--- config.mk ---
export PLATFORM = sky130hd
export DESIGN_NAME = ccs_top
export DESIGN_NICKNAME = d
export VERILOG_FILES = /design/src/rtl/ccs_pkg.sv /design/src/rtl/ccs_sync.sv /design/src/rtl/ccs_top.sv
export VERILOG_INCLUDE_DIRS = /design/src /design/src/rtl
export SDC_FILE = /design/constraint.sdc
export NUM_CORES = 1
export LEC_CHECK = 0
export BUFFER_PORTS_ARGS = -buffer_cell sky130_fd_sc_hd__buf_2
export CORE_MARGIN = 2
export CORE_UTILIZATION = 30
export DETAILED_ROUTE_END_ITERATION = 10
export PLACE_DENSITY = 0.52
export SLEW_MARGIN = 15
export SYNTH_ARGS = -nofsm -noshare
export SYNTH_HDL_FRONTEND = slang
export SYNTH_HIERARCHICAL = 1
export SYNTH_SLANG_ARGS = --single-unit
--- constraint.sdc ---
create_clock -name CLK_SYS_I -period 3.4 [get_ports CLK_SYS_I]
set_input_delay 0.85 -clock CLK_SYS_I [delete_from_list [all_inputs] [get_ports CLK_SYS_I]]
set_output_delay 0.85 -clock CLK_SYS_I [all_outputs]
set_load 0.01 [all_outputs]
--- src/rtl/ccs_map.svh ---
// Constants for the charger control sequencer
`ifndef CCS_MAP_SVH
`define CCS_MAP_SVH
`define CCS_CLK_HZ 200000000
`define CCS_CONV_TIME_MS 1000
`define CCS_CONV_PERIOD_MS 1000
`define CCS_BLINK_HZ 1
`define CCS_BOOST_TYPE 3'h7
`define CCS_TYPE_NONE 3'h0
`define CCS_PH_OFF 2'h0
`define CCS_PH_PRE 2'h1
`define CCS_PH_FAST 2'h2
`define CCS_PH_DONE 2'h3
`define CCS_FLT_NONE 2'h0
`define CCS_FLT_TIMER 2'h3
`define CCS_TMR_5H 2'h0
`define CCS_TMR_8H 2'h1
`define CCS_TMR_12H 2'h2
`define CCS_TMR_20H 2'h3
`define CCS_TMR_DEF 2'h2
`define CCS_VREG_MV 16'h1070
`define CCS_ICHG_MA 16'h0800
`define CCS_IPRE_MA 16'h0080
`define CCS_ITERM_MA 16'h0100
`define CCS_VLIM_DEF 7'h12
`define CCS_IRQ_PULSE 4'h8
`endif

--- src/rtl/ccs_pkg.sv ---
// Types for the charger control sequencer
package ccs_pkg;
    typedef enum logic [2:0] {
        ST_IDLE, ST_DETECT, ST_LIMITS, ST_RUN
    } ccs_pwr_t;
    typedef enum logic [1:0] {
        CH_OFF, CH_PRE, CH_FAST, CH_DONE
    } ccs_chg_t;
    typedef struct packed {
        logic [15:0] vreg_mv;
        logic [15:0] ichg_ma;
        logic [15:0] ipre_ma;
        logic [15:0] iterm_ma;
    } ccs_params_t;
    typedef struct packed {
        logic vsys_min;
        logic vlim_active;
        logic current_limit_pin_active;
        logic therm_reg;
    } ccs_reg_flags_t;
endpackage

--- src/rtl/ccs_sync.sv ---
// Two-flop synchroniser bank
`timescale 1ns/100ps
module ccs_sync #(
    parameter int W = 8
) (
    input wire logic clk_i,          // System clock
    input wire logic rst_n_i,        // Async reset, active low
    input wire logic [W-1:0] d_i,    // Asynchronous inputs
    output logic [W-1:0] q_o         // Synchronised outputs
);
    logic [W-1:0] meta_reg;
    always_ff @(posedge clk_i or negedge rst_n_i) begin
        if (!rst_n_i) begin
            meta_reg <= '0;
            q_o <= '0;
        end else begin
            meta_reg <= d_i;
            q_o <= meta_reg;
        end
    end
endmodule

--- src/rtl/ccs_top.sv ---
// Charger control sequencer top
`timescale 1ns/100ps
`include "ccs_map.svh"
module ccs_top #(
    parameter int CLK_HZ = `CCS_CLK_HZ,
    parameter longint HOUR_CYC = 64'd720000000000,
    parameter int CONV_CYC = (`CCS_CLK_HZ / 1000) * `CCS_CONV_TIME_MS,
    parameter int PERIOD_CYC = (`CCS_CLK_HZ / 1000) * `CCS_CONV_PERIOD_MS,
    parameter int BLINK_CYC = `CCS_CLK_HZ / (2 * `CCS_BLINK_HZ),
    parameter int WD_UNIT_CYC = `CCS_CLK_HZ
) (
    input wire logic CLK_SYS_I,                 // System clock 200 MHz
    input wire logic RST_N_I,                   // Async reset, active low
    input wire logic SRC_PLUGGED_I,             // Input source attached (pin)
    input wire logic REGULATOR_UP_I,            // Internal regulator powered (pin)
    input wire logic SRC_GOOD_I,                // Source qualified good (pin)
    input wire logic CHG_EN_N_I,                // Charge enable pin, active low
    input wire logic BOOST_MODE_I,              // Boost mode active (pin)
    input wire logic VSYS_MIN_I,                // System held at minimum (analog)
    input wire logic VLIM_REG_I,                // Input voltage limit regulating
    input wire logic CURRENT_LIMIT_PIN_REG_I,                // Input current limit regulating
    input wire logic THERM_REG_I,               // Thermal regulation active
    input wire logic BATT_LOW_I,                // Battery below precharge level
    input wire logic BELOW_TERM_I,              // Charge current below termination
    input wire logic ABOVE_RECHG_I,             // Battery above recharge threshold
    input wire logic CHG_FAULT_I,               // Charging fault condition
    input wire logic DET_DONE_I,                // Detection circuit finished (pin)
    input wire logic [2:0] DET_TYPE_I,          // Detected source type
    input wire logic [6:0] ALG_VLIM_I,          // Algorithm voltage limit value
    input wire logic [5:0] PIN_CURRENT_LIMIT_PIN_I,          // Limit from current limit pin
    input wire logic [5:0] CURRENT_LIMIT_PIN_SET_I,          // input_current_limit_setting
    input wire logic ADAPTIVE_EN_I,             // adaptive_input_limit enable
    input wire logic [5:0] ADAPTIVE_CURRENT_LIMIT_PIN_I,     // Adaptive limit result
    input wire logic AUTO_DET_EN_I,             // auto_source_detect_en
    input wire logic FORCE_DET_SET_I,           // Host sets force_source_detect
    input wire logic VLIM_METHOD_I,             // input_voltage_limit_method
    input wire logic VLIM_WR_I,                 // Host write strobe to voltage limit
    input wire logic [6:0] VLIM_WDATA_I,        // Host voltage limit data
    input wire logic [2:0] BOOST_CURRENT_LIMIT_I,         // boost_current_limit
    input wire logic CHG_EN_BIT_I,              // charge_enable_bit
    input wire logic STATE_PIN_DIS_I,           // state_pin_disable
    input wire logic TERM_EN_I,                 // termination_enable
    input wire logic TIMER_EN_I,                // Safety timer enable
    input wire logic SLOWDOWN_EN_I,             // timer_slowdown_enable
    input wire logic [1:0] TIMER_LEN_I,         // safety_timer_length
    input wire logic HOST_WRITE_I,              // Any host write, one pulse
    input wire logic HOST_KICK_I,               // host_timer_kick pulse
    input wire logic [7:0] WD_PERIOD_I,         // Watchdog seconds, 0 disables
    input wire logic CONV_GO_SET_I,             // Host sets monitor_convert_go
    input wire logic MON_CONT_I,                // monitor_continuous_sel
    output logic INPUT_PRESENT_O,               // input_present_flag
    output logic FORCE_DET_O,                   // force_source_detect readback
    output logic DET_RUN_O,                     // Detection running
    output logic [2:0] SRC_TYPE_O,              // Input type status
    output logic [5:0] CURRENT_LIMIT_PIN_EFF_O,              // Effective input current limit
    output logic [6:0] VLIM_O,                  // input_voltage_limit
    output logic ALG_EN_O,                      // Threshold algorithm enabled
    output logic CONV_EN_O,                     // Converter enable
    output logic BATT_SW_O,                     // battery_switch on
    output logic [2:0] BOOST_CURRENT_LIMIT_O,             // Boost limit to power stage
    output logic MIN_SYS_O,                     // min_system_reg_flag
    output logic VLIM_ACT_O,                    // voltage_limit_active_flag
    output logic CURRENT_LIMIT_PIN_ACT_O,                    // current_limit_active_flag
    output ccs_pkg::ccs_params_t PARAMS_O,      // Default charge parameters
    output logic [1:0] PHASE_O,                 // charge_phase_status
    output logic [1:0] FAULT_O,                 // charge_fault_code
    output logic STAT_O,                        // State pin output
    output logic STAT_OE_O,                     // State pin drive enable
    output logic HOST_TIMEOUT_O,                // High in default mode
    output logic CONV_GO_O,                     // monitor_convert_go readback
    output logic ADC_START_O,                   // Conversion running
    output logic INT_N_O                        // Interrupt, active low
);
    logic [11:0] sync_q;
    logic plugged, reg_up, src_good, chg_en_n, det_done, boost_s;
    logic vsys_s, vlim_s, current_limit_pin_s, therm_s, batlow_s, bterm_s, arech_s, fault_s;
    ccs_sync #(.W(12)) u_sync (
        .clk_i(CLK_SYS_I),
        .rst_n_i(RST_N_I),
        .d_i({SRC_PLUGGED_I, REGULATOR_UP_I, SRC_GOOD_I, CHG_EN_N_I, DET_DONE_I,
              BOOST_MODE_I, VSYS_MIN_I, VLIM_REG_I, CURRENT_LIMIT_PIN_REG_I, THERM_REG_I,
              BATT_LOW_I, BELOW_TERM_I}),
        .q_o(sync_q)
    );
    assign {plugged, reg_up, src_good, chg_en_n, det_done, boost_s,
            vsys_s, vlim_s, current_limit_pin_s, therm_s, batlow_s, bterm_s} = sync_q;
    logic [1:0] sync2_q;
    ccs_sync #(.W(2)) u_sync2 (
        .clk_i(CLK_SYS_I),
        .rst_n_i(RST_N_I),
        .d_i({ABOVE_RECHG_I, CHG_FAULT_I}),
        .q_o(sync2_q)
    );
    assign {arech_s, fault_s} = sync2_q;

    function automatic logic [63:0] hours_for(input logic [1:0] code);
        unique case (code)
            `CCS_TMR_5H: hours_for = 64'd5;
            `CCS_TMR_8H: hours_for = 64'd8;
            `CCS_TMR_12H: hours_for = 64'd12;
            `CCS_TMR_20H: hours_for = 64'd20;
        endcase
    endfunction

    // Power-up sequencing
    ccs_pkg::ccs_pwr_t pwr_reg;
    logic force_reg, det_pend, good_d_reg, plug_d_reg;
    logic [2:0] type_reg;
    wire plug_rise = plugged & ~plug_d_reg;
    always_ff @(posedge CLK_SYS_I or negedge RST_N_I) begin
        if (!RST_N_I) begin
            pwr_reg <= ccs_pkg::ST_IDLE;
            det_pend <= 1'b0;
            plug_d_reg <= 1'b0;
        end else begin
            plug_d_reg <= plugged;
            if (plug_rise)
                det_pend <= AUTO_DET_EN_I;
            unique case (pwr_reg)
                ccs_pkg::ST_IDLE: if (plugged && reg_up) begin
                    // First plug edge must count before det_pend has landed
                    pwr_reg <= (det_pend || (plug_rise && AUTO_DET_EN_I) || force_reg)
                        ? ccs_pkg::ST_DETECT : ccs_pkg::ST_LIMITS;
                end
                ccs_pkg::ST_DETECT: if (det_done) begin
                    pwr_reg <= ccs_pkg::ST_LIMITS;
                    det_pend <= 1'b0;
                end
                ccs_pkg::ST_LIMITS: pwr_reg <= ccs_pkg::ST_RUN;
                ccs_pkg::ST_RUN: begin
                    if (!plugged)
                        pwr_reg <= ccs_pkg::ST_IDLE;
                    else if (force_reg)
                        pwr_reg <= ccs_pkg::ST_DETECT;
                end
                default: pwr_reg <= ccs_pkg::ST_IDLE;
            endcase
        end
    end
    wire det_run = (pwr_reg == ccs_pkg::ST_DETECT);
    wire det_finish = det_run & det_done;

    // Force detect: set wins over self-clear
    always_ff @(posedge CLK_SYS_I or negedge RST_N_I) begin
        if (!RST_N_I)
            force_reg <= 1'b0;
        else if (FORCE_DET_SET_I)
            force_reg <= 1'b1;
        else if (det_finish)
            force_reg <= 1'b0;
    end
    always_ff @(posedge CLK_SYS_I or negedge RST_N_I) begin
        if (!RST_N_I)
            type_reg <= `CCS_TYPE_NONE;
        else if (!plugged)
            type_reg <= `CCS_TYPE_NONE;
        else if (det_finish)
            type_reg <= DET_TYPE_I;
    end

    // Input voltage limit register
    logic [6:0] vlim_reg;
    always_ff @(posedge CLK_SYS_I or negedge RST_N_I) begin
        if (!RST_N_I)
            vlim_reg <= `CCS_VLIM_DEF;
        else if (VLIM_METHOD_I && VLIM_WR_I)
            vlim_reg <= VLIM_WDATA_I;
        else if (!VLIM_METHOD_I)
            vlim_reg <= ALG_VLIM_I;
    end

    // Charge cycle
    ccs_pkg::ccs_chg_t chg_reg;
    logic chg_allow_reg, timer_exp, term_evt;
    wire in_reg = vlim_s | current_limit_pin_s | therm_s;
    wire chg_on = CHG_EN_BIT_I & chg_allow_reg & (pwr_reg == ccs_pkg::ST_RUN) & ~boost_s;
    assign term_evt = (chg_reg == ccs_pkg::CH_FAST) & bterm_s & arech_s & TERM_EN_I
                    & ~in_reg;
    always_ff @(posedge CLK_SYS_I or negedge RST_N_I) begin
        if (!RST_N_I)
            chg_allow_reg <= 1'b0;
        else
            chg_allow_reg <= ~chg_en_n;
    end
    always_ff @(posedge CLK_SYS_I or negedge RST_N_I) begin
        if (!RST_N_I) begin
            chg_reg <= ccs_pkg::CH_OFF;
        end else if (!chg_on || timer_exp) begin
            chg_reg <= ccs_pkg::CH_OFF;
        end else begin
            unique case (chg_reg)
                ccs_pkg::CH_OFF: chg_reg <= batlow_s ? ccs_pkg::CH_PRE : ccs_pkg::CH_FAST;
                ccs_pkg::CH_PRE: if (!batlow_s) chg_reg <= ccs_pkg::CH_FAST;
                ccs_pkg::CH_FAST: if (term_evt) chg_reg <= ccs_pkg::CH_DONE;
                ccs_pkg::CH_DONE: if (!arech_s) chg_reg <= ccs_pkg::CH_FAST;
            endcase
        end
    end
    wire charging = (chg_reg == ccs_pkg::CH_PRE) | (chg_reg == ccs_pkg::CH_FAST);

    // Safety timer in hours, counted at half rate (every other cycle) under slowdown
    logic [63:0] tmr_cnt;
    logic tmr_half;
    logic [1:0] fault_reg;
    wire slow = in_reg & SLOWDOWN_EN_I;
    wire [63:0] tmr_lim = hours_for(TIMER_LEN_I) * HOUR_CYC;
    assign timer_exp = TIMER_EN_I & charging & (tmr_cnt >= tmr_lim);
    always_ff @(posedge CLK_SYS_I or negedge RST_N_I) begin
        if (!RST_N_I) begin
            tmr_cnt <= '0;
            tmr_half <= 1'b0;
        end else if (!charging || !TIMER_EN_I) begin
            tmr_cnt <= '0;
            tmr_half <= 1'b0;
        end else begin
            tmr_half <= ~tmr_half;
            if (!slow || tmr_half)
                tmr_cnt <= tmr_cnt + 64'd1;
        end
    end
    always_ff @(posedge CLK_SYS_I or negedge RST_N_I) begin
        if (!RST_N_I)
            fault_reg <= `CCS_FLT_NONE;
        else if (timer_exp)
            fault_reg <= `CCS_FLT_TIMER;
        else if (!CHG_EN_BIT_I)
            fault_reg <= `CCS_FLT_NONE;
    end

    // State pin blink
    logic [31:0] blink_cnt;
    logic blink_reg;
    always_ff @(posedge CLK_SYS_I or negedge RST_N_I) begin
        if (!RST_N_I) begin
            blink_cnt <= '0;
            blink_reg <= 1'b0;
        end else if (blink_cnt >= 32'(BLINK_CYC - 1)) begin
            blink_cnt <= '0;
            blink_reg <= ~blink_reg;
        end else begin
            blink_cnt <= blink_cnt + 32'd1;
        end
    end
    wire faulted = fault_s | (fault_reg != `CCS_FLT_NONE);

    // Watchdog, host and default mode
    logic host_mode_reg;
    logic [39:0] wd_cnt;
    wire [39:0] wd_lim = 40'(WD_PERIOD_I) * 40'(WD_UNIT_CYC);
    always_ff @(posedge CLK_SYS_I or negedge RST_N_I) begin
        if (!RST_N_I) begin
            host_mode_reg <= 1'b0;
            wd_cnt <= '0;
        end else if (HOST_WRITE_I || HOST_KICK_I || WD_PERIOD_I == 8'h00) begin
            host_mode_reg <= host_mode_reg | HOST_WRITE_I;
            wd_cnt <= '0;
        end else if (host_mode_reg) begin
            if (wd_cnt >= wd_lim - 40'd1) begin
                host_mode_reg <= 1'b0;
                wd_cnt <= '0;
            end else begin
                wd_cnt <= wd_cnt + 40'd1;
            end
        end
    end

    // Battery monitor
    logic go_reg, busy_reg;
    logic [31:0] conv_cnt, per_cnt;
    wire per_tick = MON_CONT_I & (per_cnt >= 32'(PERIOD_CYC - 1));
    wire conv_end = busy_reg & (conv_cnt >= 32'(CONV_CYC - 1));
    always_ff @(posedge CLK_SYS_I or negedge RST_N_I) begin
        if (!RST_N_I)
            per_cnt <= '0;
        else if (!MON_CONT_I || per_tick)
            per_cnt <= '0;
        else
            per_cnt <= per_cnt + 32'd1;
    end
    always_ff @(posedge CLK_SYS_I or negedge RST_N_I) begin
        if (!RST_N_I) begin
            go_reg <= 1'b0;
            busy_reg <= 1'b0;
            conv_cnt <= '0;
        end else begin
            if (CONV_GO_SET_I || per_tick)
                go_reg <= 1'b1;
            else if (conv_end)
                go_reg <= 1'b0;
            if (busy_reg) begin
                conv_cnt <= conv_end ? 32'd0 : conv_cnt + 32'd1;
                if (conv_end)
                    busy_reg <= 1'b0;
            end else if (go_reg && !det_run) begin
                busy_reg <= 1'b1;
            end
        end
    end

    // Interrupt pulses, one per event
    logic [3:0] irq_cnt;
    logic [3:0] irq_pend;
    wire good_rise = src_good & ~good_d_reg;
    wire [3:0] irq_evt = {good_rise, term_evt, timer_exp & (fault_reg != `CCS_FLT_TIMER),
                          1'b0};
    always_ff @(posedge CLK_SYS_I or negedge RST_N_I) begin
        if (!RST_N_I) begin
            good_d_reg <= 1'b0;
            irq_cnt <= '0;
            irq_pend <= '0;
        end else begin
            good_d_reg <= src_good;
            if (irq_cnt != 4'h0) begin
                irq_cnt <= irq_cnt - 4'h1;
                irq_pend <= irq_pend | irq_evt;
            end else if ((irq_pend | irq_evt) != 4'h0) begin
                irq_cnt <= `CCS_IRQ_PULSE * 4'h1 + 4'h0;
                irq_pend <= ((irq_pend | irq_evt) - 4'h1) & (irq_pend | irq_evt);
            end
        end
    end

    // Registered outputs
    always_ff @(posedge CLK_SYS_I or negedge RST_N_I) begin
        if (!RST_N_I) begin
            INPUT_PRESENT_O <= 1'b0;
            SRC_TYPE_O <= `CCS_TYPE_NONE;
            CURRENT_LIMIT_PIN_EFF_O <= '0;
            CONV_EN_O <= 1'b0;
            BATT_SW_O <= 1'b0;
            MIN_SYS_O <= 1'b0;
            VLIM_ACT_O <= 1'b0;
            CURRENT_LIMIT_PIN_ACT_O <= 1'b0;
            PHASE_O <= `CCS_PH_OFF;
            STAT_O <= 1'b1;
            STAT_OE_O <= 1'b0;
        end else begin
            INPUT_PRESENT_O <= src_good;
            SRC_TYPE_O <= boost_s ? `CCS_BOOST_TYPE : type_reg;
            CURRENT_LIMIT_PIN_EFF_O <= (ADAPTIVE_EN_I && ADAPTIVE_CURRENT_LIMIT_PIN_I < CURRENT_LIMIT_PIN_SET_I) ?
                ((ADAPTIVE_CURRENT_LIMIT_PIN_I < PIN_CURRENT_LIMIT_PIN_I) ? ADAPTIVE_CURRENT_LIMIT_PIN_I : PIN_CURRENT_LIMIT_PIN_I) :
                ((CURRENT_LIMIT_PIN_SET_I < PIN_CURRENT_LIMIT_PIN_I) ? CURRENT_LIMIT_PIN_SET_I : PIN_CURRENT_LIMIT_PIN_I);
            CONV_EN_O <= (pwr_reg == ccs_pkg::ST_RUN);
            BATT_SW_O <= (pwr_reg == ccs_pkg::ST_RUN) ? chg_on : 1'b1;
            MIN_SYS_O <= vsys_s;
            VLIM_ACT_O <= vlim_s;
            CURRENT_LIMIT_PIN_ACT_O <= current_limit_pin_s;
            PHASE_O <= (chg_reg == ccs_pkg::CH_PRE) ? `CCS_PH_PRE :
                       (chg_reg == ccs_pkg::CH_FAST) ? `CCS_PH_FAST :
                       (chg_reg == ccs_pkg::CH_DONE) ? `CCS_PH_DONE : `CCS_PH_OFF;
            // Open drain: driving means pulling low
            STAT_O <= 1'b0;
            STAT_OE_O <= ~STATE_PIN_DIS_I & (faulted ? blink_reg : charging);
        end
    end

    assign PARAMS_O = '{vreg_mv: `CCS_VREG_MV, ichg_ma: `CCS_ICHG_MA,
                        ipre_ma: `CCS_IPRE_MA, iterm_ma: `CCS_ITERM_MA};
    assign FORCE_DET_O = force_reg;
    assign DET_RUN_O = det_run;
    assign VLIM_O = vlim_reg;
    assign ALG_EN_O = ~VLIM_METHOD_I;
    assign BOOST_CURRENT_LIMIT_O = BOOST_CURRENT_LIMIT_I;
    assign FAULT_O = fault_reg;
    assign HOST_TIMEOUT_O = ~host_mode_reg;
    assign CONV_GO_O = go_reg;
    assign ADC_START_O = busy_reg;
    assign INT_N_O = (irq_cnt == 4'h0);
endmodule

==> out/summary.txt <==
Sw Ratio: 35.5%
area of the core: 60200 um2
Slew Viols, Final: 0
HP Class: primary input to async pin
ant diodes: 0
yosys warns: 6
Worst Path Buf+Inv: 10
most common cell in the synthesized netlist: dfrtp_1
Setup Skew: 0.0193 ns
Synth Register Bits: 278
Switch Pwr: 0.00493 W
total grt overflow: 0
CTS tree: built
CTS Sinks: 278
Area contributors post-synth: dfrtp_1 (38%), ha_1 (10%), nor2_1 (4.8%)
gr usage total: 14.4%
full die area: 62800 um2
WS Path Type: primary input to flop
Startpoint Class: primary input
Leak: 10.9 nW
cells after synthesis: 1980
Max Fclk: 147 MHz
Crit. End Element: flop
combinational share of power: 50.4%
Adder-Cell Fraction of Synth Area: 14.9%
Post-route DRC: 0
via/cell ratio: 4.78
status: finished with violations
reg2reg start: wd_cnt[13]
Max Cap Viol: 0
total power: 0.0139 W
number of fillers in the final layout: 5969
largest net degree at the start of global routing: 89
CTS H-tree depth: 1
Root Driver: clkbuf_16
PortBufs: 109
Clk pin slew, worst setup/hold paths: 0.07 ns
Mapped Area: 18200 um2
Slew @ Worst Pin: 1.05 ns
Hold Vio Cnt, Final: 0
Biggest register: tmr_cnt
vias: 15000
Top Ports: 180
RSZ-0062 raised after global routing: yes
Synth Area in Simple Gates: 20.1%
largest family of logic cells by synthesized area: simple AND/OR/NAND/NOR gates
power per cell area: 591 nW/um2
Final ANT Viol Nets: 0
Initial Utilization: 30.3%
Reg power frac: 25.4%
overall routed net length: 45400 um
routability congestion estimate: 0.839
initial antenna violation count: 3
initial drt markers: 663
Netlist cell types: 80
R2R depth: 10
Core Rows: 90
WP data arrival: 7.29 ns
Avg Synthesized Cell Area: 9.21 um2
Final setup viols: 46
cell family with most CP delay: adder cells
die height: 251 um
drt first pass iters: 5
share of cells above drive strength 1: 24.5%
peak supply drop: 0.000445 V
DR WL/cell: 14.4 um
Synth top cells by count: dfrtp_1 (275), nor2_1 (233), ha_1 (153)
async set or reset register ratio after synthesis: 100%
r2r setup slk: 0.29 ns
Regs by FF count: tmr_cnt: 64 flops, wd_cnt: 40 flops
Synth Area in XOR/XNOR: 8.30%
Slew headroom: 29.4%
clock latency on the worst-skew pair: 0.58 ns
Critical-path top delay cell: fa_1
cts bufs inserted: 30
vias in the first global route: 15400
Die W: 251 um
beginning of the critical path: WD_PERIOD_I[2]
CTS Hold Bufs: 0
WHS: 0.227 ns
Area Growth Syn to Fin: 28.6%
Setup TNS: -137.28 ns
Tcrit/Tclk final: 200%
CTS max path bufs: 3
DPL Wire Length: 32900 um
Seq/Total Area, Yosys: 38.2%
largest area contributor in the synthesized netlist: dfrtp_1
multiplexer share of the synthesized area: 0.672%
Max stage delay on crit path: 0.54 ns
Compound-Gate Fraction of Synth Area: 10.9%
Max Fanout on Critical Path: 6
Tmin final: 6.79 ns
top_reg_cell synth: dfrtp_1
Layout Nets: 2608
worst r2r dst: wd_cnt[30]
data required time at the worst endpoint: 3.89 ns
global-route wire length before repair: 75600 um
failing checks: negative setup slack
PnR worst setup slack: -3.39 ns
top-area cell type share of the netlist area: 37.7%
Int Power: 0.00895 W
number of flip-flops in the largest register: 64
Post-synth EDFFs: 0
power share of the clock group: 24.1%
-- layout by cell type (no fill, tap or decap), drive strengths merged, types with 12 or more instances in the layout --
cell    netlist  layout
and2         15      15
a21oi       119     119
a21o         33      33
nand2b       14      14
o21ai        86      86
clkinv        1      12
nand2       127     127
xnor2        78      78
nand3b       13      13
nor3         43      43
or3          20      20
nor2        234     234
buf          73     362
inv         150     151
ha          153     153
nor4         29      29
nand3        88      88
and3         56      56
fa           40      40
conb          2      76
nand4        46      46
xor2         94      94
clkbuf       39      36
dfrtp       275     275
-- repair_timing --
action,CTS,global route
endpoints found under the setup margin,48,48
pin swaps,125,43
cloned,6,1
resized for setup,130,59
setup buffers,28,7
-- per-layer routing --
metal / vias up / part of all wire (%) / GRT usage, %
met2: 187 / 48 / 24.5
met5: - / 0.029 / 0
met4: 2 / 2.3 / 3.66
li1: 7402 / - / -
met3: 70 / 3.4 / 1.69
met1: 7358 / 46 / 19.3
-- metrics by stage --
step	cell area [um2]	utilization [%]	std cells	worst slack, ns
global route	23500	38.9	3143	-3.68
CTS	23200	38.4	3137	-3.39
global placement	21200	35.2	3047	-4.45
detailed placement	21200	35.2	3047	-4.49
finish	23500	38.9	3143	-3.39
floorplan	18700	-	2054	-3.67
-- power by group through the flow --
| stage | Sequential [W] | Combinational [W] | Clock (W) |
|---|---|---|---|
| CTS | 0.00353 | 0.00684 | 0.00347 |
| finish | 0.00353 | 0.00700 | 0.00335 |
| global route | 0.00354 | 0.00781 | 0.00359 |
| floorplan | 0.00358 | 0.00364 | 0 |
| detailed placement | 0.00359 | 0.00603 | 0 |
| global placement | 0.00358 | 0.00594 | 0 |
-- worst max path at each step --
stage,end,slack (ns),cells after the start
final,wd_cnt[30],-3.39,34
after global routing,wd_cnt[25],-3.68,32
after CTS,wd_cnt[38],-3.39,30
after detailed placement,wd_cnt[38],-4.49,27
after global placement,wd_cnt[38],-4.45,27
after floorplan,wd_cnt[0],-3.67,25
-- cell families after synthesis --
group,after synthesis
buf+inv,263
simple gates,739
fa+ha+maj,193
other cells,2
flops,278
xor+xnor,172
mux,12
compound gates,321
-- final cells by class --
cell class / count / area, um2 / area share (%)
inverters: 151 / 573 / 2.44
well taps: 782 / 978 / 4.17
clock inverters: 21 / 204 / 0.869
repair buffers: 363 / 2730 / 11.6
clock buffers: 35 / 810 / 3.45
flip-flops and latches: 278 / 6960 / 29.7
multi-input cells: 1513 / 11200 / 47.8
-- worst reg2reg max path, stage by stage (launching register included) --
cell and delay (ns):
dfrtp_1 0.40, ha_1 0.32, a21o_1 0.18, a21o_1 0.18, a2111oi_0 0.34, a21oi_1 0.17
o311ai_4 0.35, nand4_1 0.24, buf_6 0.20, or4_1 0.50, a21oi_2 0.15
Note: power is estimated with default switching activity, not from simulation.
